## config.mk

```make
export PLATFORM = sky130hd
export DESIGN_NAME = csr_sensor
export DESIGN_NICKNAME = d
export VERILOG_FILES = /design/src/csr_pkg.sv /design/src/csr_sensor.sv
export SDC_FILE = /design/constraint.sdc
export NUM_CORES = 1
export LEC_CHECK = 0
export BUFFER_PORTS_ARGS = -buffer_cell sky130_fd_sc_hd__buf_2
export CORE_AREA = 4 4 153 155
export DETAILED_ROUTE_END_ITERATION = 8
export DIE_AREA = 0 0 157 159
export PLACE_DENSITY = 0.59
export SLEW_MARGIN = 20
export SYNTH_ARGS = -nofsm -noshare
export SYNTH_HDL_FRONTEND = slang
export SYNTH_SLANG_ARGS = --single-unit
export TNS_END_PERCENT = 10
```

## constraint.sdc

```tcl
create_clock -name clk -period 5.55 [get_ports clk]
set_input_delay 0 -clock clk [delete_from_list [all_inputs] [get_ports clk]]
set_output_delay 0 -clock clk [all_outputs]
set_load 0.1 [all_outputs]
```

## src/csr_pkg.sv

```systemverilog
/*
  Constants for the colour sensor I2C target: address, command codes,
  control field positions, integration periods and bus timeout.
  Assumes a 100 MHz system clock.
*/
`default_nettype none
package csr_pkg;
  localparam logic [6:0] TARGET_ADDR = 7'h10;
  localparam logic [7:0] CMD_CONTROL = 8'h00;
  localparam logic [7:0] CMD_RSVD_FIRST = 8'h01;
  localparam logic [7:0] CMD_RSVD_LAST = 8'h07;
  localparam logic [7:0] CMD_RED = 8'h08;
  localparam logic [7:0] CMD_GREEN = 8'h09;
  localparam logic [7:0] CMD_BLUE = 8'h0a;
  localparam logic [7:0] CMD_WHITE = 8'h0b;
  localparam int POS_POWER_DOWN = 0;
  localparam int POS_MANUAL = 1;
  localparam int POS_ONE_SHOT = 2;
  localparam int POS_IT_LO = 4;
  localparam logic [7:0] CTRL_WRITE_MASK = 8'h77;
  localparam logic [15:0] CONTROL_RESET = 16'h0000;
  localparam logic [15:0] RESULT_RESET = 16'h0000;
  localparam int CLK_HZ = 100_000_000;
  localparam int BASE_IT_MS = 40;
  localparam int IT_MAX_CODE = 5;
  localparam int TIMEOUT_MS = 30;
  localparam int TIMEOUT_CYCLES = TIMEOUT_MS * (CLK_HZ / 1000);
  localparam int BASE_IT_CYCLES = BASE_IT_MS * (CLK_HZ / 1000);
  typedef enum logic [2:0] {
    ST_IDLE = 3'b000,
    ST_ADDR = 3'b001,
    ST_CMD = 3'b010,
    ST_WDATA = 3'b011,
    ST_RDATA = 3'b100,
    ST_SKIP = 3'b101
  } csr_state_t;
endpackage
`default_nettype wire

```

## src/csr_sensor.sv

```systemverilog
/*
  I2C target register interface and measurement sequencer of a four-channel
  colour sensor. Assumes scl and sda arrive asynchronously and are open drain;
  sample data comes from an external front end on the system clock.
*/
`timescale 1ns/1ns
`default_nettype none
module csr_sensor #(
  parameter int TIMEOUT_CYC = csr_pkg::TIMEOUT_CYCLES,
  parameter int BASE_IT_CYC = csr_pkg::BASE_IT_CYCLES
) (
  input wire logic clk,
  input wire logic reset,
  input wire logic scl_in,
  input wire logic sda_in,
  output logic sda_out,
  output logic sda_oe,
  input wire logic [15:0] red_sample,
  input wire logic [15:0] green_sample,
  input wire logic [15:0] blue_sample,
  input wire logic [15:0] white_sample,
  output logic integrating,
  output logic sensor_power_down,
  output logic [2:0] integration_time_select
);
  initial begin
    if (TIMEOUT_CYC < 2 || BASE_IT_CYC < 2) begin
      $error("csr_sensor: counts too small");
    end
  end

  // ****************************************************************
  // Pin synchronisers and condition detection
  // ****************************************************************
  logic [1:0] scl_sync_reg, sda_sync_reg;
  logic scl_d_reg, sda_d_reg;
  always_ff @(posedge clk or posedge reset) begin
    if (reset) begin
      scl_sync_reg <= 2'b11;
      sda_sync_reg <= 2'b11;
      scl_d_reg <= 1'b1;
      sda_d_reg <= 1'b1;
    end else begin
      scl_sync_reg <= {scl_sync_reg[0], scl_in};
      sda_sync_reg <= {sda_sync_reg[0], sda_in};
      scl_d_reg <= scl_sync_reg[1];
      sda_d_reg <= sda_sync_reg[1];
    end
  end
  logic scl_s, sda_s, scl_rise, scl_fall, start_cond, stop_cond;
  assign scl_s = scl_sync_reg[1];
  assign sda_s = sda_sync_reg[1];
  assign scl_rise = scl_s && !scl_d_reg;
  assign scl_fall = !scl_s && scl_d_reg;
  // Oversampling at 100 MHz leaves over 100 samples per 400 kHz bit.
  assign start_cond = scl_s && scl_d_reg && sda_d_reg && !sda_s;
  assign stop_cond = scl_s && scl_d_reg && !sda_d_reg && sda_s;

  // ****************************************************************
  // Stuck-low timeout
  // ****************************************************************
  logic [31:0] low_cnt_reg, low_cnt_next;
  logic bus_timeout;
  always_comb begin
    low_cnt_next = 32'h0000_0000;
    if (!scl_s || !sda_s) begin
      low_cnt_next = low_cnt_reg + 32'h0000_0001;
    end
  end
  always_ff @(posedge clk or posedge reset) begin
    if (reset) begin
      low_cnt_reg <= 32'h0000_0000;
    end else begin
      low_cnt_reg <= low_cnt_next;
    end
  end
  assign bus_timeout = (low_cnt_reg >= 32'(TIMEOUT_CYC));

  // ****************************************************************
  // I2C target state machine
  // ****************************************************************
  csr_pkg::csr_state_t state_reg, state_next;
  logic [3:0] bit_reg, bit_next;
  logic [7:0] shift_reg, shift_next, cmd_reg, cmd_next, low_reg, low_next;
  logic ack_reg, ack_next, hi_reg, hi_next;
  logic [15:0] control_reg, control_next, rd_word;
  logic [15:0] red_reg, green_reg, blue_reg, white_reg;
  logic oe_reg, oe_next, out_reg, out_next;
  logic done_pulse;

  always_comb begin
    case (cmd_reg)
      csr_pkg::CMD_CONTROL: rd_word = control_reg;
      csr_pkg::CMD_RED: rd_word = red_reg;
      csr_pkg::CMD_GREEN: rd_word = green_reg;
      csr_pkg::CMD_BLUE: rd_word = blue_reg;
      csr_pkg::CMD_WHITE: rd_word = white_reg;
      default: rd_word = 16'h0000;
    endcase
  end

  always_comb begin
    state_next = state_reg;
    bit_next = bit_reg;
    shift_next = shift_reg;
    cmd_next = cmd_reg;
    low_next = low_reg;
    ack_next = ack_reg;
    hi_next = hi_reg;
    oe_next = oe_reg;
    out_next = out_reg;
    control_next = control_reg;
    if (done_pulse) begin
      control_next[csr_pkg::POS_ONE_SHOT] = 1'b0;
    end
    if (bus_timeout || stop_cond) begin
      state_next = csr_pkg::ST_IDLE;
      oe_next = 1'b0;
    end else if (start_cond) begin
      // Repeated start keeps the command code for the read phase.
      state_next = csr_pkg::ST_ADDR;
      bit_next = 4'h0;
      ack_next = 1'b0;
      oe_next = 1'b0;
    end else if (scl_rise && !ack_reg && state_reg != csr_pkg::ST_RDATA) begin
      shift_next = {shift_reg[6:0], sda_s};
      bit_next = bit_reg + 4'h1;
    end else if (scl_rise && ack_reg && state_reg == csr_pkg::ST_RDATA) begin
      if (sda_s) begin
        state_next = csr_pkg::ST_SKIP;
      end
    end else if (scl_fall) begin
      if (ack_reg) begin
        ack_next = 1'b0;
        oe_next = 1'b0;
        bit_next = 4'h0;
        if (state_reg == csr_pkg::ST_RDATA) begin
          oe_next = 1'b1;
          out_next = hi_reg ? rd_word[15] : rd_word[7];
        end
      end else if (state_reg == csr_pkg::ST_RDATA) begin
        if (bit_reg == 4'h7) begin
          ack_next = 1'b1;
          oe_next = 1'b0;
          hi_next = 1'b1;
          bit_next = 4'h0;
        end else begin
          bit_next = bit_reg + 4'h1;
          out_next = hi_reg ? rd_word[4'd14 - bit_reg] : rd_word[4'd6 - bit_reg];
        end
      end else if (bit_reg == 4'h8) begin
        ack_next = 1'b1;
        case (state_reg)
          csr_pkg::ST_ADDR: begin
            if (shift_reg[7:1] == csr_pkg::TARGET_ADDR) begin
              oe_next = 1'b1;
              out_next = 1'b0;
              hi_next = 1'b0;
              state_next = shift_reg[0] ? csr_pkg::ST_RDATA : csr_pkg::ST_CMD;
            end else begin
              ack_next = 1'b0;
              state_next = csr_pkg::ST_SKIP;
            end
          end
          csr_pkg::ST_CMD: begin
            cmd_next = shift_reg;
            oe_next = 1'b1;
            out_next = 1'b0;
            hi_next = 1'b0;
            state_next = csr_pkg::ST_WDATA;
          end
          csr_pkg::ST_WDATA: begin
            oe_next = 1'b1;
            out_next = 1'b0;
            if (!hi_reg) begin
              low_next = shift_reg;
              hi_next = 1'b1;
            end else begin
              hi_next = 1'b0;
              // Word commits only after both bytes; results ignore writes.
              if (cmd_reg == csr_pkg::CMD_CONTROL) begin
                control_next = {8'h00, low_reg & csr_pkg::CTRL_WRITE_MASK};
              end
            end
          end
          default: begin
            ack_next = 1'b0;
            state_next = csr_pkg::ST_SKIP;
          end
        endcase
      end
    end
    if (state_reg == csr_pkg::ST_SKIP && !start_cond) begin
      oe_next = 1'b0;
      ack_next = 1'b0;
    end
  end

  always_ff @(posedge clk or posedge reset) begin
    if (reset) begin
      state_reg <= csr_pkg::ST_IDLE;
      bit_reg <= 4'h0;
      shift_reg <= 8'h00;
      cmd_reg <= 8'h00;
      low_reg <= 8'h00;
      ack_reg <= 1'b0;
      hi_reg <= 1'b0;
      oe_reg <= 1'b0;
      out_reg <= 1'b1;
      control_reg <= csr_pkg::CONTROL_RESET;
    end else begin
      state_reg <= state_next;
      bit_reg <= bit_next;
      shift_reg <= shift_next;
      cmd_reg <= cmd_next;
      low_reg <= low_next;
      ack_reg <= ack_next;
      hi_reg <= hi_next;
      oe_reg <= oe_next;
      out_reg <= out_next;
      control_reg <= control_next;
    end
  end
  // Open drain: only ever pull low.
  assign sda_oe = oe_reg && !out_reg;
  assign sda_out = 1'b0;

  // ****************************************************************
  // Measurement sequencer
  // ****************************************************************
  logic [31:0] it_cnt_reg, it_cnt_next, it_len;
  logic run_reg, run_next;
  logic [2:0] it_sel;
  logic pd, manual, one_shot_request;
  assign pd = control_reg[csr_pkg::POS_POWER_DOWN];
  assign manual = control_reg[csr_pkg::POS_MANUAL];
  assign one_shot_request = control_reg[csr_pkg::POS_ONE_SHOT];
  assign it_sel = control_reg[csr_pkg::POS_IT_LO +: 3];
  // Codes above 101 have no defined period; they fall back to the longest.
  assign it_len = 32'(BASE_IT_CYC) << ((it_sel > 3'(csr_pkg::IT_MAX_CODE)) ?
                  3'(csr_pkg::IT_MAX_CODE) : it_sel);

  always_comb begin
    it_cnt_next = it_cnt_reg;
    run_next = run_reg;
    done_pulse = 1'b0;
    if (pd) begin
      run_next = 1'b0;
      it_cnt_next = 32'h0000_0000;
    end else if (!run_reg) begin
      // Manual mode runs once per request; automatic mode runs freely.
      if (!manual || one_shot_request) begin
        run_next = 1'b1;
        it_cnt_next = 32'h0000_0000;
      end
    end else if (it_cnt_reg + 32'h0000_0001 >= it_len) begin
      done_pulse = 1'b1;
      run_next = 1'b0;
      it_cnt_next = 32'h0000_0000;
    end else begin
      it_cnt_next = it_cnt_reg + 32'h0000_0001;
    end
  end

  always_ff @(posedge clk or posedge reset) begin
    if (reset) begin
      it_cnt_reg <= 32'h0000_0000;
      run_reg <= 1'b0;
      red_reg <= csr_pkg::RESULT_RESET;
      green_reg <= csr_pkg::RESULT_RESET;
      blue_reg <= csr_pkg::RESULT_RESET;
      white_reg <= csr_pkg::RESULT_RESET;
    end else begin
      it_cnt_reg <= it_cnt_next;
      run_reg <= run_next;
      if (done_pulse) begin
        red_reg <= red_sample;
        green_reg <= green_sample;
        blue_reg <= blue_sample;
        white_reg <= white_sample;
      end
    end
  end
  assign integrating = run_reg;
  assign sensor_power_down = pd;
  assign integration_time_select = it_sel;

  // ****************************************************************
  // Checks
  // ****************************************************************
  a_results_hold: assert property (@(posedge clk) disable iff (reset)
    !done_pulse |=> $stable(red_reg) && $stable(white_reg))
    else $error("result changed without measurement");
  a_shutdown_idle: assert property (@(posedge clk) disable iff (reset)
    pd |=> !run_reg)
    else $error("running while shut down");
  a_reserved_zero: assert property (@(posedge clk) disable iff (reset)
    control_reg[15:8] == 8'h00 && !control_reg[7] && !control_reg[3])
    else $error("reserved control bit set");
  a_one_shot_request_clears: assert property (@(posedge clk) disable iff (reset)
    done_pulse && !(scl_fall && !ack_reg && state_reg == csr_pkg::ST_WDATA) |=> !one_shot_request)
    else $error("one shot did not clear");
  a_manual_wait: assert property (@(posedge clk) disable iff (reset)
    !run_reg && manual && !one_shot_request && !pd |=> !run_reg)
    else $error("manual mode ran without request");
  a_auto_start: assert property (@(posedge clk) disable iff (reset)
    !run_reg && !manual && !pd |=> run_reg)
    else $error("auto mode failed to restart");
  a_timeout_idle: assert property (@(posedge clk) disable iff (reset)
    bus_timeout |=> state_reg == csr_pkg::ST_IDLE && !sda_oe)
    else $error("timeout did not reset bus");
  a_only_low: assert property (@(posedge clk) disable iff (reset)
    sda_oe |-> !sda_out)
    else $error("sda driven high");
endmodule
`default_nettype wire

```

==> metrics.txt, run 1 <==
# TYPE chip_impl_metric gauge
chip_impl_info{name="cells_along_the_critical_path",value="nand4_1, nor4_1, nor2b_1, nand3_1, xnor2_1, ha_1, and4_1, nand2_1, o311ai_0, a21oi_1, a21oi_4, buf_4, mux2_1"} 1
chip_impl_metric{name="post_route_cell_area",unit="µm²"} 11100
chip_impl_metric{name="clockBufferDepth",unit=""} 2
chip_impl_metric{name="tightestPinTransition",unit="ps"} 1020
chip_impl_metric{name="placeableCoreArea",unit="µm²"} 21800
chip_impl_metric{name="sum_of_negative_setup_slack",unit="ps"} 0
chip_impl_metric{name="drc_errors",unit=""} 0
chip_impl_info{name="layout_common_cells",value="167 x dfrtp_1, 73 x buf_2, 67 x dlygate4sd3_1, 61 x nand2_1, 60 x mux2_1"} 1
chip_impl_metric{name="antenna-diode-count",unit=""} 0
chip_impl_metric{name="ant_nets",unit=""} 0
chip_impl_info{name="outcome",value="completed"} 1
chip_impl_metric{name="vias",unit=""} 6812
chip_impl_info{name="rsz_0062_raised_after_global_routing",value="false"} 1
chip_impl_metric{name="layout.filler_cells",unit=""} 1966
chip_impl_info{name="crit_family",value="simple AND/OR/NAND/NOR gates"} 1
chip_impl_metric{name="drive_gt1_share",unit="%"} 18.9
chip_impl_metric{name="critPathMaxStageDelay",unit="ps"} 670
chip_impl_metric{name="grt_pass1_vias",unit=""} 6980
chip_impl_metric{name="vdd.ir_drop.worst",unit="µV"} 173
chip_impl_metric{name="synthDistinctLibCells",unit=""} 65
chip_impl_metric{name="routed_via_density",unit=""} 5.39
chip_impl_metric{name="wirelength",unit="mm"} 20.8
chip_impl_metric{name="synthToLayoutAreaGrowth",unit="%"} 19.6
chip_impl_metric{name="die_height",unit="µm"} 159
chip_impl_metric{name="max_freq",unit="MHz"} 200
chip_impl_metric{name="worstPathMaxFanout",unit=""} 64
chip_impl_metric{name="clkTransAtPathRegs",unit="ps"} 80
chip_impl_info{name="path_class",value="reg2reg"} 1
chip_impl_info{name="worstHoldPathType",value="in2async"} 1
chip_impl_metric{name="die_area",unit="µm²"} 25000
chip_impl_metric{name="drt_iter0_drc",unit=""} 359
chip_impl_metric{name="antenna_found_initial",unit=""} 0
chip_impl_metric{name="timing.final.max_slew_violations",unit=""} 0
chip_impl_metric{name="design.portCount",unit=""} 75
chip_impl_metric{name="final_util",unit="%"} 51.1
chip_impl_metric{name="synthesis.area_per_instance",unit="µm²"} 11.1
chip_impl_metric{name="critical_path_required",unit="ps"} 5860
chip_impl_metric{name="routedWlPerCell",unit="µm"} 16.5
chip_impl_metric{name="setup_violations",unit=""} 0
chip_impl_metric{name="area_of_the_mapped_netlist",unit="µm²"} 9320
chip_impl_info{name="setup.worst_path.end_class",value="flop"} 1
chip_impl_info{name="mostFrequentLayoutCell",value="dfrtp_1"} 1
chip_impl_metric{name="power_per_cell_area",unit="nW/µm²"} 279
chip_impl_metric{name="synth.net_count",unit=""} 943
chip_impl_metric{name="headroom_to_the_max_slew_limit",unit="%"} 31.5
chip_impl_metric{name="global_route.overflow_total",unit=""} 0
chip_impl_info{name="root_buffer",value="clkbuf_16"} 1
chip_impl_metric{name="skew_final",unit="ps"} 15.1
chip_impl_metric{name="worst_skew_pair_later_pin_latency",unit="ps"} 440
chip_impl_metric{name="post-dp-hpwl",unit="mm"} 13.8
chip_impl_metric{name="htreeDepth",unit=""} 4
chip_impl_metric{name="floorplan.initialDensity",unit="%"} 42.7
chip_impl_metric{name="grt_first_pass_wirelength",unit="mm"} 35.7
chip_impl_metric{name="tritoncts.num_buffers",unit=""} 17
chip_impl_metric{name="synth-edff-count",unit=""} 0
chip_impl_metric{name="dp.cells",unit=""} 1164
chip_impl_info{name="regToRegStartpoint",value="it_cnt_reg[6]$_DFFE_PP0P_"} 1
chip_impl_metric{name="io_buffer_count",unit=""} 73
chip_impl_metric{name="postSynthRegisterBits",unit=""} 174
chip_impl_metric{name="timing.max_cap.violations",unit=""} 0
chip_impl_metric{name="static-leakage-power",unit="nW"} 4.90
chip_impl_metric{name="dpl_cell_area",unit="µm²"} 9900
chip_impl_metric{name="finalHoldViolations",unit=""} 0
chip_impl_metric{name="globalplace.congestion",unit=""} 0.843
chip_impl_info{name="cp-startpoint",value="it_cnt_reg[6]$_DFFE_PP0P_"} 1
chip_impl_metric{name="nNetsFinal",unit=""} 1070
chip_impl_info{name="slowest_stage",value="buf_4"} 1
chip_impl_metric{name="globalRouteTotalUtil",unit="%"} 17.4
chip_impl_metric{name="period_needed",unit="ps"} 5010
chip_impl_metric{name="clock_sink_count",unit=""} 174
chip_impl_info{name="tritoncts",value="yes"} 1
chip_impl_metric{name="synth-seq-area-share",unit="%"} 46.8
chip_impl_metric{name="grt_start_max_net_pins",unit=""} 65
chip_impl_metric{name="placement_rows",unit=""} 54
chip_impl_metric{name="dieWidth",unit="µm"} 157
chip_impl_metric{name="instances_no_fill",unit=""} 1263
chip_impl_metric{name="final_period_utilization",unit="%"} 90.2
chip_impl_metric{name="syn_inst_count",unit=""} 843
chip_impl_metric{name="final.setup.worst_slack",unit="ps"} 542
chip_impl_metric{name="dp_worst_setup_slack",unit="ps"} 644
chip_impl_metric{name="critPathArrivalTime",unit="ps"} 5320
chip_impl_metric{name="firstDrtPassIters",unit=""} 4
chip_impl_info{name="setup.worst_path.start_class",value="flop"} 1
chip_impl_info{name="ys_flop_type",value="dfrtp_1"} 1
chip_impl_metric{name="cp_num_buf_inv",unit=""} 1
chip_impl_metric{name="async_flop_share",unit="%"} 100
chip_impl_metric{name="yosys_warnings",unit=""} 0
==> logic make-up (layout without fill, tap and decap cells) <==
kind of cell	Yosys count	count (layout)	synth area share, %
compound gates	114	114	9.04
xor+xnor	55	55	5.17
fa+ha+maj	32	32	4.30
buf+inv	57	197	3.01
flops	174	174	46.8
mux	120	120	15.4
other cells	2	2	0.0806
simple gates	289	289	16.2
==> through the flow <==
step | power (mW) | hold slack [ps]
after global routing | 3.28 | 228
after floorplan | 1.81 | 4.48
final | 3.11 | 183
after global placement | 1.94 | 106
after CTS | 3.15 | 194
after detailed placement | 1.95 | 108
==> metal layers <==
metal | GRT usage [%] | routed length, µm | share of wire (%) | vias up
met5 | 0 | 0 | 0 | -
met3 | 2.61 | 507 | 2.4 | 19
met1 | 24.4 | 9970 | 48 | 3362
met4 | 4.85 | 267 | 1.3 | 0
met2 | 28.1 | 10100 | 48 | 94
li1 | - | - | - | 3337
==> cell usage after synthesis, types with 4 or more instances <==
| library cell | count | area share, % |
|---|---|---|
| a31oi_1 | 13 | 0.87 |
| a211oi_1 | 6 | 0.48 |
| dfrtp_1 | 167 | 45 |
| a21oi_1 | 18 | 0.97 |
| a221oi_1 | 4 | 0.38 |
| xor2_1 | 31 | 2.9 |
| o21ai_0 | 17 | 0.91 |
| a32o_1 | 22 | 2.4 |
| xnor2_1 | 24 | 2.3 |
| and3_1 | 10 | 0.67 |
| mux2_1 | 60 | 7.3 |
| a21o_1 | 7 | 0.56 |
| or2_2 | 8 | 0.54 |
| buf_4 | 4 | 0.32 |
| nor3_1 | 15 | 0.81 |
| ha_1 | 32 | 4.3 |
| mux4_2 | 9 | 2.2 |
| nand2_1 | 61 | 2.5 |
| dfstp_2 | 7 | 2.0 |
| mux2i_1 | 14 | 1.5 |
| clkbuf_1 | 26 | 1.0 |
| and4_1 | 7 | 0.66 |
| nor2b_1 | 10 | 0.67 |
| nand2b_1 | 9 | 0.60 |
| nor2_1 | 58 | 2.3 |
| and2_1 | 10 | 0.67 |
| nand4_1 | 23 | 1.5 |
| nand3_1 | 43 | 2.3 |
| or3_1 | 7 | 0.47 |
| mux2_2 | 37 | 4.5 |
| buf_6 | 6 | 0.73 |
| buf_2 | 5 | 0.27 |
| inv_1 | 14 | 0.56 |
| nor4_1 | 11 | 0.74 |
==> cell type report <==
class                   instances  area [µm²]  share of cell area (%)
repair buffers                151        1120                    10.0
well taps                     280         350                    3.14
inverters                      14        57.6                   0.516
clock buffers                  17         425                    3.82
multi-input cells             612        4690                    42.0
clock inverters                15         148                    1.32
flip-flops and latches        174        4360                    39.1
==> tightest hold or removal path: stages <==
cell and delay, ps:
dlygate4sd3_1 530, buf_2 140, inv_6 410
==> power by group <==
part / leakage, nW / switching, mW / internal [mW]
clock network: 0.269 / 0.562 / 0.595
logic: 2.43 / 0.251 / 0.241
registers: 2.20 / 0.100 / 1.36
total: 4.90 / 0.914 / 2.20
==> worst paths after layout <==
path / endpoint / cells past startpoint / slack (ps)
min in group clk: scl_sync_reg[0]$_DFF_PP1_ / 2 / 210
max in group asynchronous: white_reg[7]$_DFFE_PP0P_ / 4 / 4220
max: white_reg[4]$_DFFE_PP0P_ / 13 / 540
min: low_cnt_reg[2]$_DFF_PP0_ / 3 / 180
min reg2reg: scl_sync_reg[1]$_DFF_PP1_ / 0 / 360
max reg2reg: white_reg[4]$_DFFE_PP0P_ / 13 / 540
==> repair_timing <==
action / CTS / global route
hold buffers: 67 / 0
buffers inserted: 0 / 0
gates resized for setup: 0 / 0
endpoints found under the hold margin: 121 / 0
No activity file was read; power rests on OpenSTA's default activity.
==> run 2: changes to the inputs <==
--- a/config.mk
+++ b/config.mk
@@ -6,10 +6,12 @@
 export NUM_CORES = 1
 export LEC_CHECK = 0
 export BUFFER_PORTS_ARGS = -buffer_cell sky130_fd_sc_hd__buf_2
-export CORE_AREA = 4 4 153 155
+export CELL_PAD_IN_SITES_DETAIL_PLACEMENT = 0
+export CELL_PAD_IN_SITES_GLOBAL_PLACEMENT = 1
+export CORE_AREA = 4 4 145 147
 export DETAILED_ROUTE_END_ITERATION = 8
-export DIE_AREA = 0 0 157 159
-export PLACE_DENSITY = 0.59
+export DIE_AREA = 0 0 149 151
+export PLACE_DENSITY = 0.77
 export SLEW_MARGIN = 20
 export SYNTH_ARGS = -nofsm -noshare
 export SYNTH_HDL_FRONTEND = slang
==> metrics.txt, run 2 (synthesized netlist as in run 1, its figures left out) <==
# TYPE chip_impl_metric gauge
chip_impl_metric{name="synthToLayoutAreaGrowth",unit="%"} 20.2
chip_impl_metric{name="dp_worst_setup_slack",unit="ps"} 674
chip_impl_metric{name="vias",unit=""} 6875
chip_impl_metric{name="static-leakage-power",unit="nW"} 4.94
chip_impl_metric{name="ff2ff_path_depth",unit=""} 14
chip_impl_info{name="path_class",value="reg2reg"} 1
chip_impl_metric{name="final_period_utilization",unit="%"} 88.9
chip_impl_metric{name="post-cts-setup-buffer-count",unit=""} 0
chip_impl_metric{name="placement_rows",unit=""} 52
chip_impl_metric{name="clock_sink_count",unit=""} 174
chip_impl_metric{name="post_route_cell_area",unit="µm²"} 11200
chip_impl_metric{name="whs",unit="ps"} 134
chip_impl_info{name="crit-reg2reg-capture",value="green_reg[4]$_DFFE_PP0P_"} 1
chip_impl_metric{name="globalplace.congestion",unit=""} 0.855
chip_impl_metric{name="post_cts.resized_instances",unit=""} 0
chip_impl_metric{name="grt_start_max_net_pins",unit=""} 109
chip_impl_metric{name="htreeDepth",unit=""} 4
chip_impl_info{name="rsz_0062_raised_after_global_routing",value="false"} 1
chip_impl_metric{name="antenna-diode-count",unit=""} 0
chip_impl_metric{name="final_util",unit="%"} 56.3
chip_impl_metric{name="vdd.ir_drop.worst",unit="µV"} 184
chip_impl_metric{name="ant_nets",unit=""} 0
chip_impl_metric{name="dieWidth",unit="µm"} 149
chip_impl_metric{name="routedWlPerCell",unit="µm"} 16.7
chip_impl_metric{name="critical_path_required",unit="ps"} 5850
chip_impl_metric{name="share_comb_of_total_power",unit="%"} 15.5
chip_impl_info{name="layout_common_cells",value="167 x dfrtp_1, 73 x buf_2, 67 x dlygate4sd3_1, 61 x nand2_1, 60 x mux2_1"} 1
chip_impl_metric{name="period_needed",unit="ps"} 4940
chip_impl_metric{name="clockBufferDepth",unit=""} 2
chip_impl_metric{name="worst-r2r-setup-slack",unit="ps"} 610
chip_impl_metric{name="dpl_cell_area",unit="µm²"} 9890
chip_impl_metric{name="drive_gt1_share",unit="%"} 19.0
chip_impl_info{name="mostFrequentLayoutCell",value="dfrtp_1"} 1
chip_impl_metric{name="floorplan.initialDensity",unit="%"} 46.8
chip_impl_metric{name="power_per_cell_area",unit="nW/µm²"} 285
chip_impl_metric{name="critPathMaxStageDelay",unit="ps"} 670
chip_impl_metric{name="wirelength",unit="mm"} 21.0
chip_impl_metric{name="timing.max_cap.violations",unit=""} 0
chip_impl_metric{name="finalHoldViolations",unit=""} 0
chip_impl_metric{name="setup_violations",unit=""} 0
chip_impl_metric{name="cts_hold_repair.buffers",unit=""} 67
chip_impl_metric{name="placeableCoreArea",unit="µm²"} 19900
chip_impl_metric{name="swShare",unit="%"} 29.3
chip_impl_metric{name="total_power",unit="mW"} 3.19
chip_impl_metric{name="tightestPinTransition",unit="ps"} 1020
chip_impl_metric{name="headroom_to_the_max_slew_limit",unit="%"} 31.3
chip_impl_metric{name="grt_first_pass_wirelength",unit="mm"} 35.3
chip_impl_metric{name="drc_errors",unit=""} 0
chip_impl_metric{name="worstPathMaxFanout",unit=""} 64
chip_impl_metric{name="timing.final.max_slew_violations",unit=""} 0
chip_impl_metric{name="die_area",unit="µm²"} 22500
chip_impl_info{name="tritoncts",value="yes"} 1
chip_impl_info{name="setup.worst_path.start_class",value="flop"} 1
chip_impl_metric{name="globalRouteTotalUtil",unit="%"} 19.4
chip_impl_metric{name="tritoncts.num_buffers",unit=""} 17
chip_impl_info{name="root_buffer",value="clkbuf_16"} 1
chip_impl_metric{name="io_buffer_count",unit=""} 73
chip_impl_info{name="setup.worst_path.end_class",value="flop"} 1
chip_impl_metric{name="critPathArrivalTime",unit="ps"} 5240
chip_impl_metric{name="layout.filler_cells",unit=""} 1717
chip_impl_metric{name="skew_final",unit="ps"} 16.3
chip_impl_metric{name="power.clock.fraction",unit="%"} 38.6
chip_impl_metric{name="nNetsFinal",unit=""} 1071
chip_impl_info{name="regToRegStartpoint",value="it_cnt_reg[7]$_DFFE_PP0P_"} 1
chip_impl_info{name="slowest_stage",value="nor4_1"} 1
chip_impl_metric{name="grt_pass1_vias",unit=""} 6898
chip_impl_metric{name="dp.cells",unit=""} 1154
chip_impl_metric{name="drt_iter0_drc",unit=""} 452
chip_impl_metric{name="post-dp-hpwl",unit="mm"} 13.7
chip_impl_metric{name="global_route.overflow_total",unit=""} 0
chip_impl_metric{name="clkTransAtPathRegs",unit="ps"} 80
chip_impl_metric{name="worst_skew_pair_later_pin_latency",unit="ps"} 430
chip_impl_info{name="worstHoldPathType",value="in2async"} 1
chip_impl_metric{name="power.switching",unit="µW"} 937
chip_impl_metric{name="pwr-share-seq",unit="%"} 46.0
chip_impl_metric{name="routed_via_density",unit=""} 5.48
chip_impl_metric{name="antenna_found_initial",unit=""} 0
chip_impl_metric{name="firstDrtPassIters",unit=""} 5
chip_impl_metric{name="sum_of_negative_setup_slack",unit="ps"} 0
chip_impl_metric{name="die_height",unit="µm"} 151
chip_impl_metric{name="max_freq",unit="MHz"} 203
chip_impl_metric{name="instances_no_fill",unit=""} 1254
chip_impl_info{name="outcome",value="completed"} 1
chip_impl_metric{name="internal_power",unit="mW"} 2.26
chip_impl_metric{name="final.setup.worst_slack",unit="ps"} 614
chip_impl_info{name="cells_along_the_critical_path",value="nand4_1, nor4_1, nor2b_1, nand4_1, xnor2_1, ha_1, a21o_1, a21o_1, a21oi_1, o311ai_0, a21oi_1, a21oi_4, buf_4, mux2_1"} 1
chip_impl_metric{name="design.portCount",unit=""} 75
## run 2: cell count changes in the layout (fill, tap and decap cells not counted)
| cell | delta |
|---|---|
| inv_8 | +2 |
| inv_6 | -1 |
| clkinvlp_4 | -2 |
| bufinv_16 | +1 |
| buf_16 | +1 |
| clkinv_8 | +1 |
| clkinv_2 | -1 |
## run 2: worst max path at each step
stage / from / end / cells after the start
detailed placement: it_cnt_reg[9]$_DFFE_PP0P_ / green_reg[13]$_DFFE_PP0P_ / 13
global route: it_cnt_reg[6]$_DFFE_PP0P_ / green_reg[4]$_DFFE_PP0P_ / 14
finish: it_cnt_reg[7]$_DFFE_PP0P_ / green_reg[4]$_DFFE_PP0P_ / 14
floorplan: reset / ack_reg$_DFFE_PP0P_ / 1
global placement: it_cnt_reg[0]$_DFFE_PP0P_ / green_reg[14]$_DFFE_PP0P_ / 15
CTS: it_cnt_reg[7]$_DFFE_PP0P_ / red_reg[0]$_DFFE_PP0P_ / 13
## run 2: cell type report
type / count / area, µm² / share of cell area (%)
inverter: 14 / 57.6 / 0.514
multi-input combinational: 612 / 4690 / 41.8
tap: 270 / 338 / 3.02
timing repair buffer: 152 / 1150 / 10.2
sequential: 174 / 4360 / 38.9
clock inverter: 15 / 188 / 1.68
clock buffer: 17 / 425 / 3.80
## run 2: power by group through the flow
stage          Clock, mW  Combinational [mW]  Sequential, mW
2_1_floorplan          0               0.363            1.44
3_3_place_gp           0               0.452            1.49
3_5_place_dp           0               0.453            1.49
4_1_cts             1.27               0.494            1.47
5_1_grt             1.32               0.551            1.49
6_report            1.23               0.494            1.47
## run 2: metal layers
| layer | track usage [%] | vias to the layer above | wire (µm) |
|---|---|---|---|
| li1 | - | 3344 | - |
| met1 | 26.0 | 3409 | 9620 |
| met2 | 32.8 | 109 | 10500 |
| met3 | 4.04 | 13 | 652 |
| met4 | 3.98 | 0 | 217 |
| met5 | 0 | - | 0 |
## run 2: worst max-delay path, delay by kind of cell, from the launching register on
family          cells  cell delay [ps]
simple gates        4             1490
mux                 1              460
fa+ha+maj           1              280
xor+xnor            1              220
compound gates      6             1520
buf+inv             1              400
flops               1              410
==> run 3: changes to the inputs <==
--- a/config.mk
+++ b/config.mk
@@ -11,6 +11,7 @@
 export CORE_AREA = 4 4 145 147
 export DETAILED_ROUTE_END_ITERATION = 8
 export DIE_AREA = 0 0 149 151
+export GPL_TIMING_DRIVEN = 0
 export PLACE_DENSITY = 0.77
 export SLEW_MARGIN = 20
 export SYNTH_ARGS = -nofsm -noshare
==> metrics.txt, run 3 (synthesized netlist as in run 1, its figures left out) <==
# TYPE chip_impl_metric gauge
chip_impl_info{name="slowest_stage",value="nor4_1"} 1
chip_impl_metric{name="dpl_cell_area",unit="µm²"} 10100
chip_impl_info{name="worstHoldPathType",value="in2async"} 1
chip_impl_metric{name="critPathArrivalTime",unit="ps"} 5560
chip_impl_metric{name="ant_nets",unit=""} 0
chip_impl_metric{name="grt_pass1_vias",unit=""} 7081
chip_impl_info{name="path_class",value="reg2reg"} 1
chip_impl_metric{name="routedWlPerCell",unit="µm"} 17.1
chip_impl_metric{name="die_height",unit="µm"} 151
chip_impl_metric{name="headroom_to_the_max_slew_limit",unit="%"} 26.6
chip_impl_metric{name="cp_num_buf_inv",unit=""} 1
chip_impl_metric{name="power_per_cell_area",unit="nW/µm²"} 283
chip_impl_info{name="rsz_0062_raised_after_global_routing",value="false"} 1
chip_impl_metric{name="nNetsFinal",unit=""} 1103
chip_impl_metric{name="post-dp-hpwl",unit="mm"} 14.8
chip_impl_metric{name="htreeDepth",unit=""} 4
chip_impl_metric{name="globalRouteTotalUtil",unit="%"} 20.2
chip_impl_metric{name="post-cts-setup-buffer-count",unit=""} 0
chip_impl_info{name="critical_path.most_common_cell",value="a21o_1"} 1
chip_impl_metric{name="cts_hold_repair.buffers",unit=""} 67
chip_impl_info{name="tritoncts",value="yes"} 1
chip_impl_metric{name="grt_first_pass_wirelength",unit="mm"} 36.3
chip_impl_metric{name="worstPathMaxFanout",unit=""} 10
chip_impl_metric{name="period_needed",unit="ps"} 5240
chip_impl_metric{name="grt_start_max_net_pins",unit=""} 99
chip_impl_metric{name="routed_via_density",unit=""} 5.43
chip_impl_metric{name="post_cts.resized_instances",unit=""} 0
chip_impl_info{name="setup.worst_path.end_class",value="flop"} 1
chip_impl_metric{name="clkTransAtPathRegs",unit="ps"} 80
chip_impl_metric{name="dp_worst_setup_slack",unit="ps"} 422
chip_impl_info{name="cells_along_the_critical_path",value="nand4_1, nor4_1, nor2b_1, nand3_1, xnor2_1, ha_1, a21o_1, a21o_1, a221oi_1, o311ai_0, a21oi_1, a21oi_4, buf_6, mux2_1"} 1
chip_impl_metric{name="drive_gt1_share",unit="%"} 18.8
chip_impl_metric{name="floorplan.initialDensity",unit="%"} 46.8
chip_impl_metric{name="total_power",unit="mW"} 3.21
chip_impl_metric{name="io_buffer_count",unit=""} 73
chip_impl_info{name="layout_common_cells",value="167 x dfrtp_1, 78 x buf_2, 67 x dlygate4sd3_1, 61 x nand2_1, 60 x mux2_1"} 1
chip_impl_metric{name="clockBufferDepth",unit=""} 2
chip_impl_metric{name="timing.max_cap.violations",unit=""} 0
chip_impl_metric{name="post_route_cell_area",unit="µm²"} 11400
chip_impl_metric{name="instances_no_fill",unit=""} 1286
chip_impl_metric{name="final_util",unit="%"} 57.0
chip_impl_metric{name="drc_errors",unit=""} 0
chip_impl_metric{name="globalplace.congestion",unit=""} 0.846
chip_impl_info{name="setup.worst_path.start_class",value="flop"} 1
chip_impl_metric{name="critPathMaxStageDelay",unit="ps"} 930
chip_impl_metric{name="synthToLayoutAreaGrowth",unit="%"} 21.8
chip_impl_metric{name="global_route.overflow_total",unit=""} 0
chip_impl_metric{name="tightestPinTransition",unit="ps"} 1090
chip_impl_metric{name="finalHoldViolations",unit=""} 0
chip_impl_metric{name="wirelength",unit="mm"} 22.0
chip_impl_metric{name="whs",unit="ps"} 204
chip_impl_metric{name="dieWidth",unit="µm"} 149
chip_impl_metric{name="final.setup.worst_slack",unit="ps"} 306
chip_impl_metric{name="vias",unit=""} 6980
chip_impl_metric{name="die_area",unit="µm²"} 22500
chip_impl_metric{name="layout.filler_cells",unit=""} 1734
chip_impl_metric{name="static-leakage-power",unit="nW"} 5.00
chip_impl_metric{name="dp.cells",unit=""} 1187
chip_impl_info{name="root_buffer",value="clkbuf_16"} 1
chip_impl_info{name="mostFrequentLayoutCell",value="dfrtp_1"} 1
chip_impl_metric{name="antenna_found_initial",unit=""} 0
chip_impl_metric{name="critical_path_required",unit="ps"} 5870
chip_impl_metric{name="max_freq",unit="MHz"} 191
chip_impl_metric{name="drt_iter0_drc",unit=""} 281
chip_impl_metric{name="final_period_utilization",unit="%"} 94.5
chip_impl_metric{name="antenna-diode-count",unit=""} 0
chip_impl_metric{name="tritoncts.num_buffers",unit=""} 17
chip_impl_metric{name="firstDrtPassIters",unit=""} 4
chip_impl_metric{name="placement_rows",unit=""} 52
chip_impl_metric{name="timing.final.max_slew_violations",unit=""} 0
chip_impl_info{name="crit_family",value="compound AO/OA/AOI/OAI gates"} 1
chip_impl_info{name="outcome",value="completed"} 1
chip_impl_metric{name="placeableCoreArea",unit="µm²"} 19900
chip_impl_metric{name="worst_skew_pair_later_pin_latency",unit="ps"} 440
chip_impl_metric{name="vdd.ir_drop.worst",unit="µV"} 199
chip_impl_metric{name="skew_final",unit="ps"} 13.7
chip_impl_metric{name="clock_sink_count",unit=""} 174
chip_impl_metric{name="design.portCount",unit=""} 75
chip_impl_metric{name="setup_violations",unit=""} 0
chip_impl_metric{name="sum_of_negative_setup_slack",unit="ps"} 0
chip_impl_metric{name="worst-r2r-setup-slack",unit="ps"} 310
[run 3: cell count changes in the layout (fill, tap and decap cells not counted), sizes merged]
cell      before  now
buf           85   91
clkbuf        17   43
clkinvlp       2    0
inv           21   22
clkinv         5    6
[run 3: path summary, 6_finish.rpt]
kind,from,endpoint,cells past startpoint
max in group asynchronous,reset,out_reg$_DFFE_PP1P_,4
worst max register to register,it_cnt_reg[6]$_DFFE_PP0P_,green_reg[3]$_DFFE_PP0P_,14
worst min register to register,scl_sync_reg[0]$_DFF_PP1_,scl_sync_reg[1]$_DFF_PP1_,0
min in group clk,sda_in,sda_sync_reg[0]$_DFF_PP1_,2
worst min-delay path,reset,it_cnt_reg[17]$_DFFE_PP0P_,3
worst max-delay path,it_cnt_reg[6]$_DFFE_PP0P_,green_reg[3]$_DFFE_PP0P_,14
[run 3: where the power goes]
part           internal (mW)  switching, mW
clock                  0.653          0.590
combinational          0.247          0.272
sequential              1.36         0.0880
[run 3: area by class of cell]
| type | instances | area, µm² | area share, % |
|---|---|---|---|
| buffer | 43 | 228 | 2.01 |
| clock buffer | 17 | 425 | 3.75 |
| clock inverter | 15 | 189 | 1.66 |
| inverter | 14 | 60.1 | 0.529 |
| multi-input combinational | 612 | 4690 | 41.3 |
| sequential | 174 | 4360 | 38.4 |
| tap | 270 | 338 | 2.98 |
| timing repair buffer | 141 | 1060 | 9.37 |
[run 3: worst min-delay path, stage by stage]
cell and delay, ps:
dlygate4sd3_1 530, buf_2 150, inv_8 390
[run 3: metal layers]
metal	share of wire, %	up-vias	wire (µm)	global-route usage (%)
met2	49	120	10700	33.4
met5	0	-	0	0
li1	-	3407	-	-
met4	1.7	0	383	6.00
met3	3.0	27	662	3.86
met1	46	3426	10200	27.2
